**config.mk**
```make
export PLATFORM = sky130hd
export DESIGN_NAME = tob_ctrl
export DESIGN_NICKNAME = d
export VERILOG_FILES = /design/src/design/tob_pkg.sv /design/src/design/tob_ctrl.sv /design/src/design/tob_brk_filter.sv
export VERILOG_INCLUDE_DIRS = /design/src /design/src/design
export SDC_FILE = /design/constraint.sdc
export NUM_CORES = 1
export LEC_CHECK = 0
export BUFFER_PORTS_ARGS = -buffer_cell sky130_fd_sc_hd__buf_2
export CAP_MARGIN = 20
export CORE_UTILIZATION = 55
export DETAILED_ROUTE_END_ITERATION = 10
export PLACE_DENSITY_LB_ADDON = 0.1
export SKIP_CTS_REPAIR_TIMING = 1
export SYNTH_ARGS = -nofsm -noshare
export SYNTH_HDL_FRONTEND = slang
export SYNTH_SLANG_ARGS = --single-unit
```
**constraint.sdc**
```tcl
create_clock -name pclk -period 2.83 [get_ports pclk]
set_clock_uncertainty 0.15 [all_clocks]
set_input_delay 0 -clock pclk [delete_from_list [all_inputs] [get_ports pclk]]
set_output_delay 0 -clock pclk [all_outputs]
set_load 0.01 [all_outputs]
```
**src/design/tob_map.svh**
```systemverilog
// offsets, field positions, reset values and timing counts of the
// timer output and break control block; assumes a 32-bit apb word map
`ifndef TOB_MAP_SVH
`define TOB_MAP_SVH
// register byte offsets
`define TOB_CHCTL_OFS 12'h050
`define TOB_POL_OFS 12'h054
`define TOB_IDLE_OFS 12'h06C
`define TOB_BRK_OFS 12'h070
`define TOB_IEN_OFS 12'h074
`define TOB_EVG_OFS 12'h078
`define TOB_STS_OFS 12'h07C
// reset values
`define TOB_CHCTL_RST 16'h0000
`define TOB_POL_RST 7'h00
`define TOB_IDLE_RST 7'h00
`define TOB_BRK_RST 32'h0000_0002
`define TOB_IEN_RST 8'h00
`define TOB_BKP_RST 1'b1
`define TOB_BKE_RST 1'b0
// channel control: mode 2 bits per channel, then main and comp enables
`define TOB_CE_LSB 8
`define TOB_CNE_LSB 12
// break control fields
`define TOB_OSSR_BIT 21
`define TOB_OSSI_BIT 20
`define TOB_GF_BIT 18
`define TOB_LOCK_LSB 16
`define TOB_BKF_LSB 8
`define TOB_AOE_BIT 5
`define TOB_MOE_BIT 4
`define TOB_BKP_BIT 1
`define TOB_BKE_BIT 0
// event bits sit at 11:8 and 3:0 of enable, generate and status words
`define TOB_EVT_HI_LSB 8
// timing
`define TOB_CLK_NS 100
`define TOB_DEGLITCH_NS 50
`define TOB_DEGLITCH_CYC ((`TOB_DEGLITCH_NS + `TOB_CLK_NS - 1) / `TOB_CLK_NS)
`endif

```
**src/design/tob_pkg.sv**
```systemverilog
// types of the timer output and break control block
// assumes tob_map.svh supplies every number
package tob_pkg;
  // one bit per event, in status register order (high nibble first)
  typedef struct packed {
    logic brk;
    logic trg;
    logic upd2;
    logic upd1;
    logic [3:0] ch;
  } tob_evt_type;
  // break control fields held in flip-flops
  typedef struct packed {
    logic ossr;
    logic ossi;
    logic break_deglitch_select;
    logic [1:0] lock;
    logic [3:0] break_filter_code;
    logic aoe;
    logic break_polarity;
    logic break_gate;
  } tob_brk_type;
endpackage : tob_pkg

```
**src/design/tob_ctrl.sv**
```systemverilog
// output conditioning, break protection and interrupt enables of a
// four-channel motor timer; apb slave with zero wait states.
// assumes compare and dead-time waveforms, events and break pin are
// synchronous to pclk.
`timescale 1ns/100ps
`default_nettype none
`include "tob_map.svh"
module tob_ctrl #(
  parameter int DTS_DIV = 1
) (
  input wire logic pclk,
  input wire logic presetn,
  input wire logic psel,
  input wire logic penable,
  input wire logic pwrite,
  input wire logic [11:0] paddr,
  input wire logic [31:0] pwdata,
  output logic [31:0] prdata,
  output logic pready,
  output logic pslverr,
  input wire logic break_input_pin,
  input wire logic [3:0] chan_in,
  input wire logic [3:0] cmp_ref,
  input wire logic [2:0] cmp_ref_n,
  input wire logic [7:0] dead_time_cycles,
  input wire tob_pkg::tob_evt_type evt_in,
  output tob_pkg::tob_evt_type irq_req,
  output logic [3:0] capture_evt,
  output logic [3:0] chan_main_pin,
  output logic [3:0] chan_main_pin_oe_n,
  output logic [2:0] chan_comp_pin,
  output logic [2:0] chan_comp_pin_oe_n,
  output logic break_active
);
  // ----------------------------------------
  // state
  // ----------------------------------------
  logic [15:0] chctl_ff;
  logic [6:0] pol_ff;
  logic [6:0] idle_ff;
  tob_pkg::tob_brk_type brk_ff;
  logic moe_ff;
  logic lock_done_ff;
  logic [7:0] ien_ff;
  tob_pkg::tob_evt_type flag_ff;
  tob_pkg::tob_evt_type evg_ff;
  logic [31:0] rd_ff;
  logic [3:0] cap_prev_ff;
  logic [3:0] cap_ff;
  logic [7:0] dt_cnt_ff;
  logic [7:0] dts_div_ff;
  logic dg_smp_ff;
  logic [3:0] dg_cnt_ff;
  logic dg_ff;
  wire logic dts_tick = dts_div_ff == 8'(DTS_DIV - 1);

  // ----------------------------------------
  // apb decode
  // ----------------------------------------
  // zero wait states: the answer stands in the first access cycle
  wire logic acc = psel & penable;
  wire logic wr = acc & pwrite;
  wire logic s_chctl = paddr == `TOB_CHCTL_OFS;
  wire logic s_pol = paddr == `TOB_POL_OFS;
  wire logic s_idle = paddr == `TOB_IDLE_OFS;
  wire logic s_brk = paddr == `TOB_BRK_OFS;
  wire logic s_ien = paddr == `TOB_IEN_OFS;
  wire logic s_evg = paddr == `TOB_EVG_OFS;
  wire logic s_sts = paddr == `TOB_STS_OFS;
  wire logic mapped = s_chctl | s_pol | s_idle | s_brk | s_ien | s_evg | s_sts;
  wire logic [1:0] lock = brk_ff.lock;
  // protection: level 1 freezes idle and break setup, 2 adds
  // polarity and off-state bits, 3 adds channel control
  wire logic lk1 = lock != 2'b00;
  wire logic lk2 = lock[1];
  wire logic lk3 = lock == 2'b11;
  wire logic wr_chctl = wr & s_chctl & ~lk3;
  wire logic wr_pol = wr & s_pol & ~lk2;
  wire logic wr_idle = wr & s_idle & ~lk1;
  wire logic wr_brk = wr & s_brk;
  wire logic wr_ien = wr & s_ien;
  wire logic wr_evg = wr & s_evg;
  wire logic wr_sts = wr & s_sts;

  assign pready = 1'b1;
  assign pslverr = acc & ~mapped;

  // picks the event bits out of a register word
  function automatic logic [7:0] evt_bits(input logic [31:0] w);
    evt_bits = {w[`TOB_EVT_HI_LSB +: 4], w[3:0]};
  endfunction : evt_bits
  // spreads event bits back into a register word
  function automatic logic [31:0] evt_word(input logic [7:0] e);
    evt_word = {20'h0_0000, e[7:4], 4'h0, e[3:0]};
  endfunction : evt_word

  // ----------------------------------------
  // break input path
  // ----------------------------------------
  // polarity first, so the filters always look for a high level
  wire logic brk_pol = brk_ff.break_polarity ? break_input_pin : ~break_input_pin;
  wire logic brk_dg = brk_ff.break_deglitch_select ? dg_ff : brk_pol;
  logic brk_filt;

  tob_brk_filter u_filt (
    .pclk(pclk),
    .presetn(presetn),
    .brk_in(brk_dg),
    .code(brk_ff.break_filter_code),
    .dts_tick(dts_tick),
    .brk_out(brk_filt)
  );

  // break gate, then software break; both clear the enable at once
  wire logic brk_hw = brk_ff.break_gate & brk_filt;
  wire logic brk_now = brk_hw | evg_ff.brk;
  // combinational gating: pins go safe before any clock edge
  wire logic moe = moe_ff & ~brk_now;
  assign break_active = brk_now;

  // deglitch: a level must stand the full 50 ns before it passes
  always_ff @(posedge pclk or negedge presetn) begin
    if (!presetn) begin
      dg_smp_ff <= 1'b0;
      dg_cnt_ff <= 4'h0;
      dg_ff <= 1'b0;
    end else begin
      dg_smp_ff <= brk_pol;
      if (dg_smp_ff != brk_pol) dg_cnt_ff <= 4'h0;
      else if (dg_cnt_ff != 4'(`TOB_DEGLITCH_CYC)) dg_cnt_ff <= dg_cnt_ff + 4'h1;
      else dg_ff <= dg_smp_ff;
    end
  end

  // ----------------------------------------
  // dead-time clock and idle delay
  // ----------------------------------------
  // idle levels wait until the dead time has run out
  wire logic idle_ok = dt_cnt_ff >= dead_time_cycles;

  always_ff @(posedge pclk or negedge presetn) begin
    if (!presetn) begin
      dts_div_ff <= 8'h00;
      dt_cnt_ff <= 8'h00;
    end else begin
      dts_div_ff <= dts_tick ? 8'h00 : dts_div_ff + 8'h01;
      if (moe) dt_cnt_ff <= 8'h00;
      else if (dts_tick & ~idle_ok) dt_cnt_ff <= dt_cnt_ff + 8'h01;
    end
  end

  // ----------------------------------------
  // configuration registers
  // ----------------------------------------
  wire logic upd1 = evt_in.upd1 | evg_ff.upd1;
  // main enable: break beats software, software beats auto set
  wire logic nxt_moe = brk_now ? 1'b0 :
                       wr_brk ? pwdata[`TOB_MOE_BIT] :
                       (brk_ff.aoe & upd1) ? 1'b1 : moe_ff;
  wire logic nxt_lock_wr = wr_brk & ~lock_done_ff;

  always_ff @(posedge pclk or negedge presetn) begin
    if (!presetn) begin
      chctl_ff <= `TOB_CHCTL_RST;
      pol_ff <= `TOB_POL_RST;
      idle_ff <= `TOB_IDLE_RST;
      brk_ff <= tob_pkg::tob_brk_type'({10'h000, `TOB_BKP_RST, `TOB_BKE_RST});
      moe_ff <= 1'b0;
      lock_done_ff <= 1'b0;
      ien_ff <= `TOB_IEN_RST;
    end else begin
      moe_ff <= nxt_moe;
      if (wr_chctl) chctl_ff <= pwdata[15:0];
      if (wr_pol) pol_ff <= pwdata[6:0];
      if (wr_idle) idle_ff <= pwdata[6:0];
      if (wr_ien) ien_ff <= evt_bits(pwdata);
      if (wr_brk & ~lk2) begin
        brk_ff.ossr <= pwdata[`TOB_OSSR_BIT];
        brk_ff.ossi <= pwdata[`TOB_OSSI_BIT];
      end
      if (wr_brk & ~lk1) begin
        brk_ff.break_deglitch_select <= pwdata[`TOB_GF_BIT];
        brk_ff.break_filter_code <= pwdata[`TOB_BKF_LSB +: 4];
        brk_ff.aoe <= pwdata[`TOB_AOE_BIT];
        brk_ff.break_polarity <= pwdata[`TOB_BKP_BIT];
        brk_ff.break_gate <= pwdata[`TOB_BKE_BIT];
      end
      // the lock field takes only the first write after reset
      if (nxt_lock_wr) begin
        brk_ff.lock <= pwdata[`TOB_LOCK_LSB +: 2];
        lock_done_ff <= 1'b1;
      end
    end
  end

  // ----------------------------------------
  // events, flags and requests
  // ----------------------------------------
  wire logic [7:0] set_v = evt_in | evg_ff | {brk_hw, 3'b000, cap_ff};
  // write 0 clears; a set in the same cycle wins
  wire logic [7:0] clr_v = wr_sts ? ~evt_bits(pwdata) : 8'h00;
  wire logic [7:0] nxt_flag = (flag_ff & ~clr_v) | set_v;

  always_ff @(posedge pclk or negedge presetn) begin
    if (!presetn) begin
      flag_ff <= '0;
      evg_ff <= '0;
    end else begin
      flag_ff <= nxt_flag;
      // generate bits are self clearing one-cycle pulses
      evg_ff <= wr_evg ? evt_bits(pwdata) : 8'h00;
    end
  end

  assign irq_req = flag_ff & ien_ff;

  // ----------------------------------------
  // capture edge select
  // ----------------------------------------
  // modes 1 to 3 make the channel an input
  wire logic [3:0] in_mode = {|chctl_ff[7:6], |chctl_ff[5:4],
                              |chctl_ff[3:2], |chctl_ff[1:0]};
  wire logic [3:0] cpol = {pol_ff[6], pol_ff[4], pol_ff[2], pol_ff[0]};
  wire logic [3:0] rise = chan_in & ~cap_prev_ff;
  wire logic [3:0] fall = ~chan_in & cap_prev_ff;

  always_ff @(posedge pclk or negedge presetn) begin
    if (!presetn) begin
      cap_prev_ff <= 4'h0;
      cap_ff <= 4'h0;
    end else begin
      cap_prev_ff <= chan_in;
      cap_ff <= in_mode & ((cpol & fall) | (~cpol & rise));
    end
  end
  assign capture_evt = cap_ff;

  // ----------------------------------------
  // pin drive
  // ----------------------------------------
  // returns {level, oe_n}; inactive level equals the polarity bit
  function automatic logic [1:0] drive(input logic ref_w, input logic pol,
      input logic on, input logic idle, input logic outm, input logic m,
      input logic ok);
    if (!outm) drive = 2'b01;
    else if (m) drive = on ? {ref_w ^ pol, 1'b0} :
                        brk_ff.ossr ? {pol, 1'b0} : 2'b01;
    else if (!brk_ff.ossi) drive = 2'b01;
    else drive = ok ? {idle, 1'b0} : {pol, 1'b0};
  endfunction : drive

  // break must reach the pins with no clock, so this stays combinational
  always_comb begin
    for (int i = 0; i < 3; i++) begin
      {chan_main_pin[i], chan_main_pin_oe_n[i]} = drive(cmp_ref[i],
        pol_ff[2*i], chctl_ff[`TOB_CE_LSB+i], idle_ff[2*i], ~in_mode[i],
        moe, idle_ok);
      {chan_comp_pin[i], chan_comp_pin_oe_n[i]} = drive(cmp_ref_n[i],
        pol_ff[2*i+1], chctl_ff[`TOB_CNE_LSB+i], idle_ff[2*i+1],
        ~in_mode[i], moe, idle_ok);
    end
    // channel 3 has no dead time and no complementary output
    {chan_main_pin[3], chan_main_pin_oe_n[3]} = drive(cmp_ref[3], pol_ff[6],
      chctl_ff[`TOB_CE_LSB+3], idle_ff[6], ~in_mode[3], moe, 1'b1);
  end

  // ----------------------------------------
  // read back
  // ----------------------------------------
  wire logic [31:0] brk_word = {10'h000, brk_ff.ossr, brk_ff.ossi, 1'b0,
    brk_ff.break_deglitch_select, brk_ff.lock, 4'h0, brk_ff.break_filter_code, 2'b00, brk_ff.aoe, moe,
    2'b00, brk_ff.break_polarity, brk_ff.break_gate};
  wire logic [31:0] rd_mux = s_chctl ? {16'h0000, chctl_ff} :
                             s_pol ? {25'h000_0000, pol_ff} :
                             s_idle ? {25'h000_0000, idle_ff} :
                             s_brk ? brk_word :
                             s_ien ? evt_word(ien_ff) :
                             s_sts ? evt_word(flag_ff) : 32'h0000_0000;

  // captured in the setup cycle so read data comes from a flip-flop
  always_ff @(posedge pclk or negedge presetn) begin
    if (!presetn) rd_ff <= 32'h0000_0000;
    else if (psel & ~penable & ~pwrite) rd_ff <= rd_mux;
  end
  assign prdata = rd_ff;
endmodule : tob_ctrl
`default_nettype wire

```
**src/design/tob_brk_filter.sv**
```systemverilog
// digital n-sample filter for the break input
// assumes brk_in is already polarity corrected and synchronous to pclk
`timescale 1ns/100ps
`default_nettype none
module tob_brk_filter (
  input wire logic pclk,
  input wire logic presetn,
  input wire logic brk_in,
  input wire logic [3:0] code,
  input wire logic dts_tick,
  output logic brk_out
);
  // ----------------------------------------
  // code decode
  // ----------------------------------------
  // agreeing samples needed per code
  function automatic logic [3:0] need_n(input logic [3:0] c);
    case (c)
      4'h1: need_n = 4'h2;
      4'h2: need_n = 4'h4;
      4'h4, 4'h6, 4'h8, 4'hB: need_n = 4'h6;
      4'hA, 4'hD: need_n = 4'h5;
      default: need_n = 4'h8;
    endcase
  endfunction : need_n
  // dts divider mask: divide by mask+1
  function automatic logic [4:0] div_mask(input logic [3:0] c);
    if (c < 4'h6) div_mask = 5'h01;
    else if (c < 4'h8) div_mask = 5'h03;
    else if (c < 4'hA) div_mask = 5'h07;
    else if (c < 4'hD) div_mask = 5'h0F;
    else div_mask = 5'h1F;
  endfunction : div_mask

  logic [4:0] div_ff;
  logic [3:0] cnt_ff;
  logic filt_ff;
  wire logic div_hit = dts_tick & ((div_ff & div_mask(code)) == div_mask(code));
  wire logic smp = (code < 4'h4) ? 1'b1 : div_hit;
  wire logic [3:0] nxt_cnt = cnt_ff + 4'h1;

  // ----------------------------------------
  // sampling divider and agreement counter
  // ----------------------------------------
  // the filter only moves after n agreeing samples in a row
  always_ff @(posedge pclk or negedge presetn) begin
    if (!presetn) begin
      div_ff <= 5'h00;
      cnt_ff <= 4'h0;
      filt_ff <= 1'b0;
    end else begin
      if (dts_tick) div_ff <= div_ff + 5'h01;
      if (smp) begin
        if (brk_in == filt_ff) cnt_ff <= 4'h0;
        else if (nxt_cnt == need_n(code)) begin
          filt_ff <= brk_in;
          cnt_ff <= 4'h0;
        end else cnt_ff <= nxt_cnt;
      end
    end
  end

  // code 0 bypasses the sampler so break acts with no clock
  assign brk_out = (code == 4'h0) ? brk_in : filt_ff;
endmodule : tob_brk_filter
`default_nettype wire

```
* Yosys cells after proc, flatten, opt, wreduce, memory -nomap -nowiden
Memories as Yosys holds them, arrays and structs flattened.
Cells that the tools add are included.
** Word-level totals
- Memories kept :: 1
- Register bits :: 140
- Memory bits (read-only) :: 64
- Word-level logic and storage cells :: 209
- Output and inout port bits :: 61
** Cells by class
- Bitwise logic cells :: 68
- Equality and inequality tests :: 13
- Order comparisons :: 6
- Mux-type cells :: 69
- Reductions and logical operators :: 12
- Add/subtract/negate cells :: 5
** Memory list
- (no name shown) :: words 16, bits a word 4, read ports 1, clocked after Yosys merged registers in 0, wr ports 0, RTL line tob_brk_filter.sv:18 : case (c)
** Operators with widths (count)
- 22-bit two-way mux :: 4
- 12-bit by 7-bit equality test with 1-bit output, second input constant :: 7
- 2-bit two-way mux :: 41
- 8-bit two-way mux :: 5
- 12-bit two-way mux :: 2
- 4-bit two-way mux :: 6
- 8-bit OR :: 3
- 1-bit bitwise AND :: 23
- 4-bit bitwise AND :: 5
- 5-bit two-way mux :: 4
- 8-bit by 1-bit adder with 8-bit output, second input constant :: 2
- 8-bit bitwise AND :: 2
- 8-bit inverter :: 2
- 1-bit inverter :: 13
- 4-bit < comparator, second input constant :: 3
- 4-bit inverter :: 3
- 4-bit by 1-bit adder with 4-bit output, second input constant :: 2
- 8-bit >= comparator :: 1
- 8-bit logical NOT :: 1
- 4-bit by 3-bit < comparator with 1-bit output, second input constant :: 2
- 1-bit OR :: 8
- 2-bit OR reduction :: 4
- 1-bit two-way mux :: 7
- 1-bit bitwise XOR :: 7
- 14 further kinds :: 16

* Depth between registers and ports, before layout
- Word-level depth :: 13
- Mapped depth :: 9

* Modules after synthesis
Synthesis repeated with hierarchy kept, for this count alone.
** Unflattened totals
- Cell total of the unflattened synthesis :: 625
- Area total of the unflattened synthesis :: 6656.4 um^2
** Modules (own cells, without submodules)
- tob_ctrl :: area an instance 5919.4 um^2, times used 1, seq. area each 2979.1 um^2, cells each 556
- tob_brk_filter :: area an instance 737.0 um^2, times used 1, seq. area each 250.2 um^2, cells each 69

* Least setup slack after synthesis
Ideal clock, no wire load.
- Kind :: register to register
- Start :: reg brk_ff[3] in the netlist's numbering
- End :: reg u_filt.filt_ff
- Buffers on the path :: 0
- Data arrival time :: 2.169 ns
- Setup slack :: 0.429 ns
- Library setup time :: 0.082 ns
- Clock period less this slack :: 2.401 ns
- Cell stages (with the launch flop) :: 9
- Data required time :: 2.598 ns
- Cell sequence :: dfrtp_1 > inv_1 > ha_1 > inv_1 > mux4_2 > xnor2_1 > a2111oi_2 > a21oi_1 > a31oi_1
** On the way
- Longest elaborated chain between the ends :: 10
** Ends and longest elaborated chain
- start, declared :: RTL line tob_ctrl.sv:41 : tob_pkg::tob_brk_type brk_ff;
- start signal, assigned :: RTL line tob_ctrl.sv:167 : brk_ff <= tob_pkg::tob_brk_type'({10'h000, `TOB_BKP_RST, `TOB_BKE_RST});
- 4-bit < comparator :: RTL line tob_brk_filter.sv:31 : else if (c < 4'hD) div_mask = 5'h0F;
- 5-bit two-way mux :: RTL line tob_brk_filter.sv:31
- 5-bit two-way mux :: RTL line tob_brk_filter.sv:30 : else if (c < 4'hA) div_mask = 5'h07;
- 5-bit two-way mux :: RTL line tob_brk_filter.sv:29 : else if (c < 4'h8) div_mask = 5'h03;
- 5-bit two-way mux :: RTL line tob_brk_filter.sv:28 : if (c < 4'h6) div_mask = 5'h01;
- 5-bit bitwise AND :: RTL line tob_brk_filter.sv:38 : wire logic div_hit = dts_tick & ((div_ff & div_mask(code)) == div_mask(code));
- 5-bit equality test :: RTL line tob_brk_filter.sv:38
- 1-bit bitwise AND :: RTL line tob_brk_filter.sv:38
- 1-bit two-way mux :: RTL line tob_brk_filter.sv:39 : wire logic smp = (code < 4'h4) ? 1'b1 : div_hit;
- 3-bit AND reduction (no source line) *
- end signal, assigned :: RTL line tob_brk_filter.sv:56 : filt_ff <= brk_in;
- end, declared :: RTL line tob_brk_filter.sv:37 : logic filt_ff;
Every way passes the cells marked *; elsewhere a longest branch is shown, timed or not. The select of a mux whose other input is x is not followed.
A chain may end at the register's enable or synchronous reset.

* Final worst setup path
- Start :: reg brk_ff[1] in the netlist's numbering
- End :: out chan_main_pin[2]
** On the way
- Longest elaborated chain between the ends :: 9
** Ends and longest elaborated chain
- 1-bit two-way mux :: RTL line tob_ctrl.sv:101 : wire logic brk_pol = brk_ff.break_polarity ? break_input_pin : ~break_input_pin;
- via brk_pol :: RTL line tob_ctrl.sv:101
- 1-bit two-way mux :: RTL line tob_ctrl.sv:102 : wire logic brk_dg = brk_ff.break_deglitch_select ? dg_ff : brk_pol;
- 1-bit two-way mux :: RTL line tob_brk_filter.sv:64 : assign brk_out = (code == 4'h0) ? brk_in : filt_ff;
- 1-bit bitwise AND :: RTL line tob_ctrl.sv:115 : wire logic brk_hw = brk_ff.break_gate & brk_filt;
- 1-bit OR :: RTL line tob_ctrl.sv:116 : wire logic brk_now = brk_hw | evg_ff.brk;
- 1-bit inverter :: RTL line tob_ctrl.sv:118 : wire logic moe = moe_ff & ~brk_now;
- 1-bit bitwise AND :: RTL line tob_ctrl.sv:118
- 2-bit two-way mux :: RTL line tob_ctrl.sv:246 : else if (m) drive = on ? {ref_w ^ pol, 1'b0} :
- 2-bit two-way mux :: RTL line tob_ctrl.sv:245 : if (!outm) drive = 2'b01;
- end, declared :: RTL line tob_ctrl.sv:29 : output logic [3:0] chan_main_pin,
The timed path passes the listed nets, and every way through them passes these cells.

==> reports/summary.txt <==
outcome: finished, violations left
failing checks: DRC, hold timing
Slew Viols, Final: 0
Design Area, Final: 0.00854 mm^2
CP Class: reg2out
critical path cell sequence: xnor2_1 -> mux2i_1 -> a22o_1 -> buf_4 -> and2_4 -> nand3_1 -> o21ai_0 -> buf_2
top_reg_cell synth: dfrtp_1
Pwr Density: 613 mW/mm^2
Reg clk slew, reported paths: 60 ps
Num Clock Sinks: 129
Initial Utilization: 57.5%
RD Place Congestion: 0.805
Synth top cells by count: 128 x dfrtp_1, 63 x mux2_2, 59 x nand2_1, 49 x nor2_1, 36 x o21ai_0
number of I/O pins: 138
worst path required time: 2680 ps
vias in the first global route: 5333
pin count of the biggest net entering global routing: 59
dpl ws: 279 ps
crit path DAT: 2510 ps
CTS Buf Count: 17
Post-Syn Area: 0.00668 mm^2
Die X-Extent: 112 um
drt wl/cell: 18.2 um
Synth Area in Adders: 3.75%
RR Endpoint: u_filt.filt_ff$_DFFE_PN0P_
Yosys warnings: 0
DRC: 3
Worst-Skew Late Latency: 410 ps
Design Power: 5.24 mW
Yosys cell types: 57
setup TNS: 0 ps
htree depth: 4
Fillers: 815
vias per inst: 5.71
Vias: 5505
layout cells sized above 1: 29.7%
Detailed Routing Iterations Pass 1: 10
largest family of logic cells by synthesized area: simple AND/OR/NAND/NOR gates
Final Worst Setup Slack: 168 ps
Yosys top cell area share: 48.0%
top-count cell post-synth: dfrtp_1
largest cells by area after synthesis: dfrtp_1 48%, mux2_2 11%, ha_1 3.7%, nand2_1 3.3%, xnor2_1 3.1%
detailed-placement wirelength estimate: 12.2 mm
Worst Setup SP: brk_ff[1]$_DFFE_PN1P_
startpoint types: flop
Port Buffers: 114
root buffer cell: clkbuf_16
syn_area_per_cell: 10.5 um^2
first-pass GRT wire length: 26.9 mm
number of max-cap violations: 0
xor-xnor portion of the synthesized cell area: 4.46%
Overflow after GRT: 0
FF/Latch Area: 0.00323 mm^2
Vert. Die Dim: 112 um
Final ANT Viol Nets: 0
RSZ-0062 raised after global routing: false
Slowest cell on crit path: dfstp_2
WHS: -2.30 ps
Worst Setup EP: chan_main_pin[2]
cells on worst reg2reg path: 9
row count: 39
CP endpoint kind: output pin
fin crit period: 2660 ps
post-synthesis compound-gate area fraction: 11.6%
synthesized instance count: 637
routed wire length: 17.5 mm
Least-Margin Pin Slew: 699 ps
Synth Register Bits: 129
DIE AREA: 0.0126 mm^2
peak supply drop: 0.621 mV
area leader, netlist: dfrtp_1
reg-to-reg slack, setup: 370 ps
Core ar.: 0.0116 mm^2
simple logic cell fraction of the synthesized area: 14.6%
Fin. Hold Viols: 8
Multi-input gate area: 0.00323 mm^2
Seq/Total Area, Yosys: 48.4%
GRT Util Overall: 28.1%
initial DRC count: 316
dpl cells: 888
synthesis-to-finish area growth: 27.9%
final non-filler cell total: 964
Max clock buf depth: 2
final core area utilization: 73.5%
# setup viols final: 0
number of synthesized flops with an enable pin: 0
FFs w/ async S/R, synth: 100%
CP Max Fanout: 6
Hold Crit Class: in2async
Highest Clock Rate: 0.376 GHz
CTS tree: done
period utilisation layout: 94.0%
Max-Slew Margin vs Limit: 53.0%
Leak: 4.12 nW
diodes inserted: 0
final net count: 905
CP peak stage delay: 560 ps
RR Startpoint: brk_ff[3]$_DFFE_PN0P_
post-synthesis mux area share: 12.9%
Placement Cell Area: 0.00742 mm^2
initial antenna violation count: 0
-- routing by layer --
metal  track usage, %  up-vias  wire, um
met3             5.45       37       891
met4             11.7        0       532
met1             35.1     2714      7270
met2             47.9      184      8820
li1                 -     2570         -
met5                0        -         0
-- power by group --
group	switching (mW)	internal, mW
clock network	0.820	1.59
registers	0.104	1.94
logic	0.424	0.356
total	1.35	3.89
-- cells by family after synthesis --
group,Yosys count
buf+inv,58
compound gates,121
flops,129
other cells,2
xor+xnor,34
fa+ha+maj,20
mux,76
simple gates,197
-- layout make-up --
class,count,area share [%]
tap,143,2.09
multi-input combinational,460,37.9
timing repair buffer,175,13.5
clock inverter,13,2.43
inverter,25,1.10
sequential,129,37.8
clock buffer,19,5.19
-- cell usage in the layout, fill, tap and decap left out, drive strengths merged, types with 3 or more instances in the layout --
cell type / netlist / final
buf: 22 / 132
dfrtp: 128 / 128
mux2: 63 / 63
nand2: 60 / 60
nor2: 50 / 50
dlygate4sd3: 0 / 43
o21ai: 37 / 37
a21oi: 28 / 28
inv: 25 / 27
xnor2: 24 / 24
nand3: 24 / 24
and2: 21 / 21
ha: 20 / 20
clkbuf: 11 / 19
conb: 2 / 12
mux2i: 11 / 11
nor3: 10 / 10
xor2: 10 / 10
o22ai: 10 / 10
a22o: 9 / 9
o311ai: 7 / 7
and3: 7 / 7
nand2b: 6 / 6
a22oi: 6 / 6
a211oi: 5 / 5
bufinv: 0 / 5
clkinv: 0 / 5
nor3b: 4 / 4
or3: 3 / 3
nand4: 3 / 3
a21boi: 3 / 3
a2111oi: 3 / 3
-- registers in the layout, indices dropped and copies added (netlist names), 5 cells and up --
signal and cells:
prdata 21, dts_div_ff 8, u_filt.div_ff 5, flag_ff 8
ien_ff 8, idle_ff 7, brk_ff 10, evg_ff 8
pol_ff 7, chctl_ff 16, dt_cnt_ff 8
-- worst max-delay path: cells and delay by family, from the launching register on --
| kind | cells | cell delay, ps |
|---|---|---|
| flops | 1 | 560 |
| xor+xnor | 1 | 150 |
| simple gates | 2 | 310 |
| mux | 1 | 310 |
| buf+inv | 2 | 350 |
| compound gates | 2 | 410 |
-- how the worst min path moves through the flow --
stage,end,cells after the start
CTS,ien_ff[1]$_DFFE_PN0P_,1
global route,ien_ff[1]$_DFFE_PN0P_,2
global placement,evg_ff[7]$_DFF_PN0_,1
finish,ien_ff[1]$_DFFE_PN0P_,2
detailed placement,brk_ff[6]$_DFFE_PN0P_,1
floorplan,brk_ff[0]$_DFFE_PN0P_,0
(Power assumes the default switching activity.)
